`src/verilog/dio_pkg.sv`:
```
/*
 * Constants, types and helpers shared by the digital I/O object block.
 * Assumes one control clock and an object access port driven by the fieldbus side.
 */
`default_nettype none

package dio_pkg;

    // object indices and subindices
    localparam logic [15:0] DIO_IDX_ENCODER = 16'h60E4;
    localparam logic [15:0] DIO_IDX_INPUTS = 16'h60FD;
    localparam logic [15:0] DIO_IDX_OUTPUTS = 16'h60FE;
    localparam logic [7:0] DIO_SUB_COUNT = 8'h00;
    localparam logic [7:0] DIO_SUB_ENC_POS = 8'h01;
    localparam logic [7:0] DIO_SUB_OUT_WORD = 8'h01;
    localparam logic [7:0] DIO_SUB_MASK = 8'h02;

    // fixed entry counts
    localparam logic [7:0] DIO_ENC_COUNT = 8'h01;
    localparam logic [7:0] DIO_OUT_COUNT = 8'h02;

    // input word field positions
    localparam int DIO_BIT_REV_LIMIT = 0;
    localparam int DIO_BIT_FWD_LIMIT = 1;
    localparam int DIO_BIT_HOME = 2;
    localparam int DIO_GIN_LSB = 16;
    localparam int DIO_GIN_N = 7;
    localparam int DIO_BIT_SAFETY_1 = 24;
    localparam int DIO_BIT_SAFETY_2 = 25;

    // output and mask word field positions
    localparam int DIO_GOUT_LSB = 17;
    localparam int DIO_GOUT_N = 5;
    localparam logic [31:0] DIO_OUT_LEGAL = 32'h003E_0000;

    // reset values
    localparam logic [31:0] DIO_OUT_WORD_RST = 32'h0000_0000;
    localparam logic [31:0] DIO_MASK_RST = 32'h000C_0000;
    localparam logic [31:0] DIO_ENC_POS_RST = 32'h0000_0000;
    localparam logic [31:0] DIO_IN_WORD_RST = 32'h0000_0000;
    localparam logic [4:0] DIO_PINS_RST = 5'h00;

    typedef enum logic [1:0] {
        DIO_ABORT_NONE = 2'b00,
        DIO_ABORT_NO_OBJECT = 2'b01,
        DIO_ABORT_NO_SUB = 2'b10,
        DIO_ABORT_READ_ONLY = 2'b11
    } dio_abort_type;

    typedef struct packed {
        logic rd;
        logic wr;
        logic [15:0] index;
        logic [7:0] sub;
        logic [31:0] wdata;
    } dio_req_type;

    typedef struct packed {
        logic done;
        dio_abort_type abort;
        logic [31:0] rdata;
    } dio_rsp_type;

    // keeps only the five output bit positions
    function automatic logic [31:0] dio_legal_out(input logic [31:0] word);
        return word & DIO_OUT_LEGAL;
    endfunction

    // extracts the five output bits
    function automatic logic [4:0] dio_out_field(input logic [31:0] word);
        return word[DIO_GOUT_LSB +: DIO_GOUT_N];
    endfunction

endpackage

`default_nettype wire

```
`src/verilog/dio_in_word.sv`:
```
/*
 * Registers the switch, general and safety inputs into the input state word.
 * Assumes all inputs are synchronous to ref_clk_i.
 */
`timescale 1ns/1ns
`default_nettype none

module dio_in_word (
    input wire logic ref_clk_i,
    input wire logic resetn_i,
    input wire logic reverse_travel_limit_i,
    input wire logic forward_travel_limit_i,
    input wire logic home_switch_i,
    input wire logic [6:0] general_input_i,
    input wire logic safety_block_in_1_i,
    input wire logic safety_block_in_2_i,
    output logic [31:0] in_word_o
);
    import dio_pkg::*;

    logic [31:0] in_word_d;
    logic [31:0] in_word_q;

    always_comb begin
        in_word_d = 32'h0000_0000;
        in_word_d[DIO_BIT_REV_LIMIT] = reverse_travel_limit_i;
        in_word_d[DIO_BIT_FWD_LIMIT] = forward_travel_limit_i;
        in_word_d[DIO_BIT_HOME] = home_switch_i;
        in_word_d[DIO_GIN_LSB +: DIO_GIN_N] = general_input_i;
        in_word_d[DIO_BIT_SAFETY_1] = safety_block_in_1_i;
        in_word_d[DIO_BIT_SAFETY_2] = safety_block_in_2_i;
    end

    always_ff @(posedge ref_clk_i) begin
        if (!resetn_i) begin
            in_word_q <= DIO_IN_WORD_RST;
        end else begin
            in_word_q <= in_word_d;
        end
    end

    assign in_word_o = in_word_q;

endmodule // dio_in_word

`default_nettype wire

```
`src/verilog/dio_out_drive.sv`:
```
/*
 * Drives the five general outputs from the masked output word ORed with status functions.
 * Assumes output word and mask come from registers of the parent.
 */
`timescale 1ns/1ns
`default_nettype none

module dio_out_drive (
    input wire logic ref_clk_i,
    input wire logic resetn_i,
    input wire logic [31:0] out_word_i,
    input wire logic [31:0] mask_i,
    input wire logic [4:0] status_func_i,
    input wire logic [4:0] status_assign_i,
    output logic [4:0] pins_o
);
    import dio_pkg::*;

    logic [4:0] pins_d;
    logic [4:0] pins_q;
    logic [4:0] masked;

    always_comb begin
        masked = dio_out_field(out_word_i) & dio_out_field(mask_i);
        // master-side duplicate avoidance relies on clearing the mask bit
        pins_d = masked | (status_func_i & status_assign_i);
    end

    always_ff @(posedge ref_clk_i) begin
        if (!resetn_i) begin
            pins_q <= DIO_PINS_RST;
        end else begin
            pins_q <= pins_d;
        end
    end

    assign pins_o = pins_q;

endmodule // dio_out_drive

`default_nettype wire

```
`src/verilog/dio_objects.sv`:
```
/*
 * Digital I/O objects of the drive: input state word, output drive word with enable mask,
 * and external encoder position, all reached through one object access port.
 * Assumes the fieldbus side presents one request per cycle and the store keeps mask_store_o.
 */
// Notes on behaviour
// - input bits 0,1,2 show reverse limit, forward limit, home switch; 1 is ON
// - general inputs 0..6 appear in input bits 16..22; 1 is closed
// - safety block inputs 1 and 2 appear in input bits 24 and 25
// - output word bits 17..21 drive general outputs 1..5; 1 is ON
// - mask bits 17..21 enable the matching output word bit per pin
// - mask resets to 0x000C0000 and is stored; output word resets to zero, unstored
// - an assigned status function is ORed onto its pin with the masked setting
// - encoder position is read-only signed 32 bits, sub 1, default zero, count one
`timescale 1ns/1ns
`default_nettype none

module dio_objects (
    input wire logic ref_clk_i,
    input wire logic resetn_i,
    input wire dio_pkg::dio_req_type obj_req_i,
    output dio_pkg::dio_rsp_type obj_rsp_o,
    input wire logic reverse_travel_limit_i,
    input wire logic forward_travel_limit_i,
    input wire logic home_switch_i,
    input wire logic [6:0] general_input_i,
    input wire logic safety_block_in_1_i,
    input wire logic safety_block_in_2_i,
    input wire logic [31:0] ext_encoder_pos_i,
    input wire logic ext_encoder_update_i,
    input wire logic [4:0] status_func_i,
    input wire logic [4:0] status_assign_i,
    input wire logic nv_restore_i,
    input wire logic [31:0] nv_mask_i,
    output logic [4:0] general_output_o,
    output logic [31:0] mask_store_o,
    output logic mask_save_o
);
    import dio_pkg::*;

    logic [31:0] in_word;
    logic [31:0] out_word_d;
    logic [31:0] out_word_q;
    logic [31:0] mask_d;
    logic [31:0] mask_q;
    logic mask_save_d;
    logic mask_save_q;
    logic signed [31:0] enc_pos_d;
    logic signed [31:0] enc_pos_q;
    dio_rsp_type rsp_d;
    dio_rsp_type rsp_q;
    logic req_any;

    dio_in_word u_in_word (
        .ref_clk_i(ref_clk_i),
        .resetn_i(resetn_i),
        .reverse_travel_limit_i(reverse_travel_limit_i),
        .forward_travel_limit_i(forward_travel_limit_i),
        .home_switch_i(home_switch_i),
        .general_input_i(general_input_i),
        .safety_block_in_1_i(safety_block_in_1_i),
        .safety_block_in_2_i(safety_block_in_2_i),
        .in_word_o(in_word)
    );

    dio_out_drive u_out_drive (
        .ref_clk_i(ref_clk_i),
        .resetn_i(resetn_i),
        .out_word_i(out_word_q),
        .mask_i(mask_q),
        .status_func_i(status_func_i),
        .status_assign_i(status_assign_i),
        .pins_o(general_output_o)
    );

    assign req_any = obj_req_i.rd | obj_req_i.wr;

    // encoder position sampled from the feedback path, never written by the master
    always_comb begin
        enc_pos_d = enc_pos_q;
        if (ext_encoder_update_i) begin
            enc_pos_d = ext_encoder_pos_i;
        end
    end

    // object access decode; a write wins over a read in the same request
    always_comb begin
        rsp_d = '{done: 1'b0, abort: DIO_ABORT_NONE, rdata: 32'h0000_0000};
        out_word_d = out_word_q;
        mask_d = mask_q;
        mask_save_d = 1'b0;
        // restore from the store first so a same-cycle master write overrides it
        if (nv_restore_i) begin
            mask_d = dio_legal_out(nv_mask_i);
        end
        if (req_any) begin
            rsp_d.done = 1'b1;
            unique case (obj_req_i.index)
                DIO_IDX_INPUTS: begin
                    if (obj_req_i.sub != DIO_SUB_COUNT) begin
                        rsp_d.abort = DIO_ABORT_NO_SUB;
                    end else if (obj_req_i.wr) begin
                        rsp_d.abort = DIO_ABORT_READ_ONLY;
                    end else begin
                        rsp_d.rdata = in_word;
                    end
                end
                DIO_IDX_OUTPUTS: begin
                    case (obj_req_i.sub)
                        DIO_SUB_COUNT: begin
                            if (obj_req_i.wr) begin
                                rsp_d.abort = DIO_ABORT_READ_ONLY;
                            end else begin
                                rsp_d.rdata = {24'h00_0000, DIO_OUT_COUNT};
                            end
                        end
                        DIO_SUB_OUT_WORD: begin
                            if (obj_req_i.wr) begin
                                out_word_d = dio_legal_out(obj_req_i.wdata);
                            end else begin
                                rsp_d.rdata = out_word_q;
                            end
                        end
                        DIO_SUB_MASK: begin
                            if (obj_req_i.wr) begin
                                mask_d = dio_legal_out(obj_req_i.wdata);
                                mask_save_d = 1'b1;
                            end else begin
                                rsp_d.rdata = mask_q;
                            end
                        end
                        default: begin
                            rsp_d.abort = DIO_ABORT_NO_SUB;
                        end
                    endcase
                end
                DIO_IDX_ENCODER: begin
                    case (obj_req_i.sub)
                        DIO_SUB_COUNT: begin
                            if (obj_req_i.wr) begin
                                rsp_d.abort = DIO_ABORT_READ_ONLY;
                            end else begin
                                rsp_d.rdata = {24'h00_0000, DIO_ENC_COUNT};
                            end
                        end
                        DIO_SUB_ENC_POS: begin
                            if (obj_req_i.wr) begin
                                rsp_d.abort = DIO_ABORT_READ_ONLY;
                            end else begin
                                rsp_d.rdata = enc_pos_q;
                            end
                        end
                        default: begin
                            rsp_d.abort = DIO_ABORT_NO_SUB;
                        end
                    endcase
                end
                default: begin
                    rsp_d.abort = DIO_ABORT_NO_OBJECT;
                end
            endcase
        end
    end

    always_ff @(posedge ref_clk_i) begin
        if (!resetn_i) begin
            out_word_q <= DIO_OUT_WORD_RST;
            mask_q <= DIO_MASK_RST;
            mask_save_q <= 1'b0;
            enc_pos_q <= DIO_ENC_POS_RST;
            rsp_q <= '{done: 1'b0, abort: DIO_ABORT_NONE, rdata: 32'h0000_0000};
        end else begin
            out_word_q <= out_word_d;
            mask_q <= mask_d;
            mask_save_q <= mask_save_d;
            enc_pos_q <= enc_pos_d;
            rsp_q <= rsp_d;
        end
    end

    // the store sees the live mask; mask_save_o marks when it changed by a write
    assign mask_store_o = mask_q;
    assign mask_save_o = mask_save_q;
    assign obj_rsp_o = rsp_q;

endmodule // dio_objects

`default_nettype wire

```
`config.mk`:
```
export PLATFORM = sky130hd
export DESIGN_NAME = dio_objects
export DESIGN_NICKNAME = d
export VERILOG_FILES = /design/src/verilog/dio_pkg.sv /design/src/verilog/dio_in_word.sv /design/src/verilog/dio_out_drive.sv /design/src/verilog/dio_objects.sv
export SDC_FILE = /design/constraint.sdc
export NUM_CORES = 1
export LEC_CHECK = 0
export BUFFER_PORTS_ARGS = -buffer_cell sky130_fd_sc_hd__buf_2
export CAP_MARGIN = 40
export CORE_MARGIN = 8
export CORE_UTILIZATION = 31
export CTS_BUF_LIST = sky130_fd_sc_hd__clkbuf_16
export DETAILED_ROUTE_END_ITERATION = 6
export MAX_ROUTING_LAYER = met4
export PLACE_DENSITY = 0.69
export SLEW_MARGIN = 0
export SYNTH_ARGS = -nofsm -noshare
export SYNTH_HDL_FRONTEND = slang
export SYNTH_HIERARCHICAL = 1
export SYNTH_SLANG_ARGS = --single-unit
```
`constraint.sdc`:
```
create_clock -name ref_clk_i -period 2.3 [get_ports ref_clk_i]
set_input_delay 0.115 -clock ref_clk_i [delete_from_list [all_inputs] [get_ports ref_clk_i]]
set_output_delay 0.115 -clock ref_clk_i [all_outputs]
set_load 0.05 [all_outputs]
```
# Yosys cells after proc, flatten, opt, wreduce, memory -nomap -nowiden
# Index checks and enable logic that the tools add are counted.
[op_classes]
n_shift = 0
add_sub_neg = 0
bitwise_logic = 4
n_reduce_logical = 7
mul = 0
n_eq_ne = 5
div = 0
n_mux = 22
order_cmp = 0
[ops]
columns = ["operator", "n"]
rows = [
  ["32-bit 2-to-1 mux", 9],
  ["32-bit one-hot mux with 3 select lines", 2],
  ["32-bit one-hot mux with 2 select lines", 1],
  ["16-bit by 15-bit == test with 1-bit output, second input constant", 3],
  ["35-bit 2-to-1 mux", 1],
  ["22-bit 2-to-1 mux", 1],
  ["5-bit bitwise AND", 2],
  ["8-bit by 1-bit == test with 1-bit output, second input constant", 1],
  ["8-bit by 2-bit == test with 1-bit output, second input constant", 1],
  ["8-bit logical NOT", 1],
  ["2-bit 2-to-1 mux", 4],
  ["4-bit AND reduction", 2],
  ["8-bit nonzero test", 1],
  ["2-bit one-hot mux with 3 select lines", 1],
  ["5-bit OR", 1],
  ["2-bit one-hot mux with 2 select lines", 1],
  ["2-bit OR reduction", 2],
  ["1-bit 2-to-1 mux", 2],
  ["2-bit AND reduction", 1],
  ["1-bit OR", 1],
]
[totals]
romBits = 0
ram_bits = 0
wordCells = 48
latch_bits = 0
input_bits = 148
n_memories = 0
out_inout_bits = 73
reg_bits = 142

# Logic depth before layout (Yosys ltp)
[depth]
depth_word = 5
mapped_depth = 7
ltp_nobuf = 5

# Hierarchy
# Netlist, hierarchy kept.
[by_module_without_submodules]
columns = ["module", "cells_each", "area_per_inst_um2", "n_inst", "seq_area_each_um2"]
rows = [
  ["dio_objects", 439, 4272.8, 1, 2102.0],
  ["dio_in_word", 46, 490.5, 1, 240.2],
  ["dio_out_drive", 15, 168.9, 1, 100.1],
]

# Least setup slack after synthesis
# OpenSTA, ideal clock, no wires.
[synth_path]
path_kind = "input to register"
start = "in obj_req_i[49] (netlist name)"
end = "reg rsp_q, in the netlist obj_rsp_o[24]"
cell_stages = 7
arrival_time_ns = 1.984
path_slack_ns = 0.242
setup_ns = 0.074
required_ns = 2.226
path_buffers = 2
path_cell_list = "or4b_4 > or4_1 > buf_2 > nor4_4 > buf_6 > nand2_1 > a31oi_1"
[synth_via]
elab_chain_cells = 2
word_cells_on_any_way = 4
classes_between = "3 x eq/ne; 1 x mux"
[synth_rtl]
columns = ["element", "line", "source"]
rows = [
  ["start: declaration", "dio_objects.sv:21", "input wire dio_pkg::dio_req_type obj_req_i,"],
  ["16-bit by 15-bit == test with 1-bit output", "dio_objects.sv:98", "unique case (obj_req_i.index)"],
  ["32-bit one-hot mux with 3 select lines (*)", "dio_objects.sv:98", ""],
  ["end signal: assignment", "dio_objects.sv:171", "rsp_q <= '{done: 1'b0, abort: DIO_ABORT_NONE, rdata: 32'h0000_0000};"],
  ["end signal: assignment", "dio_objects.sv:177", "rsp_q <= rsp_d;"],
  ["end: declaration", "dio_objects.sv:51", "dio_rsp_type rsp_q;"],
]
# Mark *: on every way between the ends. The rest lies on a longest branch, timed or not.
# A chain may end at the register's enable or synchronous reset.

# Final worst setup path
[layout_path]
start = "in obj_req_i[35] (netlist name)"
end = "reg rsp_q, in the netlist obj_rsp_o[0]"
[layout_via]
elab_chain_cells = 3
word_cells_on_any_way = 8
classes_between = "2 x eq/ne; 4 x mux; 2 x reduce/logical"
[layout_rtl]
columns = ["element", "line", "source"]
rows = [
  ["8-bit by 2-bit == test with 1-bit output, or another cell as far along", "dio_objects.sv:109", "case (obj_req_i.sub)"],
  ["32-bit one-hot mux with 3 select lines, or another cell as far along", "dio_objects.sv:109", ""],
  ["32-bit one-hot mux with 3 select lines (*)", "dio_objects.sv:98", ""],
]
# Marks and branches as above.

==> flow_summary_export.csv <==
group,metric,value,unit
clocking,cts.repair.resized,0,
sta,drv_slew,0,
clocking,cts_tree,"yes",
clocking,insertion_delay,0.41,ns
global_route,grt_usage,16.4,%
status,status,"completed",
sta,fin_crit_sh,78.1,%
pwr,p_leak,3.13,nW
global_route,antenna_found_initial,0,
setup_path,cp-end-kind,"flop",
routing,via_per_inst,4.71,
sta,finClkSkew,0.00459,ns
global_route,grt_max_degree,53,
global_route,grt_pass1_wl,24900,um
place,io_buffers,166,
place,gp_congestion,0.800,
pwr,power_density,743,mW/mm^2
place,hpwl,10400,um
setup_path,crit_arrival,2.11,ns
final_layout,diodes,0,
place,dpl_worst_slack,0.0882,ns
sta,fmax,557,MHz
logic_synthesis,avgSynthCellArea,9.88,sq um
sta,setup_tns,0,ns
floorplan,initial_core_util,31.4,%
final_layout,filler_cell_count,1486,
place,place_area,0.00600,sq mm
final_layout,nNetsFinal,867,
clocking,cts_buffers,17,
clocking,h-tree-depth,4,
logic_synthesis,syn_inst,499,
sta,layout_min_cycle_time,1.80,ns
floorplan,dieWidth,142,um
clocking,clk_pin_slew,0.05,ns
setup_path,r2r_slack,1.00,ns
sta,tightestPinTransition,0.574,ns
setup_path,cp_max_fo,26,
sta,hold_violations,0,
routing,drt_iter0_drc,209,
setup_path,cp.required,2.61,ns
setup_path,path_class,"input pin to flop",
logic_synthesis,yosysWarnings,6,
sta,slew_headroom,61.7,%
sta,fin_ws,0.505,ns
clocking,clkSinkCount,122,
flow_run,maxCapViolCount,0,
sta,whs,0.0411,ns
worst_hold_path,hp-class,"input pin to flop",
routing,drcViolationCount,0,
clocking,clock_path_buffers,2,
floorplan,die_area,0.0202,sq mm
pwr,irDropWorstVdd,478,uV
routing,vias,4465,
floorplan,die_h,142,um
sta,finalSetupViolations,0,
floorplan,rows,46,
floorplan,io_pins,221,
routing,ant_nets,0,
routing,dr.pass1.iters,5,
routing,wl,15700,um
logic_synthesis,synthesis.area,0.00493,sq mm
sta,rsz0062_at_grt,"false",
floorplan,core_area,0.0157,sq mm
pwr,power,0.00535,W
final_layout,area_growth,46.1,%
global_route,grt_overflow,0,
final_layout,drive_gt1_share,31.6,%
setup_path,critPathLaunchType,"input pin",
final_layout,fin_area,0.00720,sq mm
routing,routedWlPerCell,16.5,um
clocking,cts_root_buffer,"clkbuf_16",
global_route,grt_pass1_vias,4715,
[repair_timing]
| item | in CTS | in global routing |
|---|---|---|
| hold buffers | 59 | 0 |
| setup buffers | 0 | 0 |
| endpoints found under the setup margin | 0 | 0 |
| hold endpoints to repair | 59 | 0 |
[state kept, by name, summed over array words and instances, names as in the netlist]
| name | flops |
|---|---|
| enc_pos_q | 32 |
| mask_save_o | 1 |
| mask_store_o | 32 |
| obj_rsp_o | 35 |
| out_word_q | 5 |
| u_in_word/in_word_o | 12 |
| u_out_drive/pins_o | 5 |
[report_power, final]
part	internal, W	switching (W)	total [W]
sequential	0.00217	0.0000284	0.00220
clock	0.00179	0.000944	0.00274
combinational	0.000214	0.000199	0.000413
total	0.00418	0.00117	0.00535
[worst paths after layout]
path / start / to / cells past startpoint
setup / recovery: obj_req_i[35] / obj_rsp_o[0]$_SDFF_PN0_ / 7
hold / removal: resetn_i / u_in_word/in_word_o[2]$_SDFF_PN0_ / 2
setup reg to reg: mask_store_o[20]$_SDFF_PN0_ / u_out_drive/pins_o[3]$_SDFF_PN0_ / 3
hold reg to reg: u_in_word/in_word_o[1]$_SDFF_PN0_ / obj_rsp_o[1]$_SDFF_PN0_ / 2
[worst max-delay path, cell delays in order]
cell and delay, ns:
buf_2 0.09, or4_1 0.59, nor3_1 0.27, and4b_2 0.34
buf_4 0.35, a222oi_1 0.17, nor4_1 0.17
[layer usage]
layer	global-route usage, %	vias to the layer above	wire length, um
met5	-	-	0
met4	5.48	0	241
met3	5.00	20	1050
met2	26.8	168	7680
met1	18.8	2084	6700
li1	-	2193	-
[cells in the final DEF (no fill, tap or decap), types with 4 or more instances in the layout]
master         count
a21oi_1           10
a222oi_1           6
a22o_1             5
a22oi_1            5
a31oi_1           27
and2_1            32
and2_2             8
and3_1             4
buf_12             5
buf_2            166
buf_4             12
bufinv_16          4
clkbuf_16         17
conb_1            20
dfxtp_1          122
dlygate4sd3_1     59
inv_1              6
mux2i_1           40
nand2_1           30
nand3_1            5
nand4_1            4
nand4b_1          51
nor2_1            44
nor2b_1            7
o21ai_0            5
[layout make-up]
cell class	instances	area, sq um	share of cell area [%]
inverters	4	15.0	0.209
well taps	216	270	3.75
flip-flops and latches	122	2440	33.9
repair buffers	242	1610	22.4
clock buffers	17	425	5.91
clock inverters	15	184	2.55
multi-input cells	332	2250	31.3
[through the flow]
step                      util [%]  cells
after floorplan                  -    518
after global placement        38.2    857
after detailed placement      38.2    857
after CTS                     45.8    948
after global routing          45.8    948
final                         45.8    948
No activity file was read; power rests on OpenSTA's default activity.
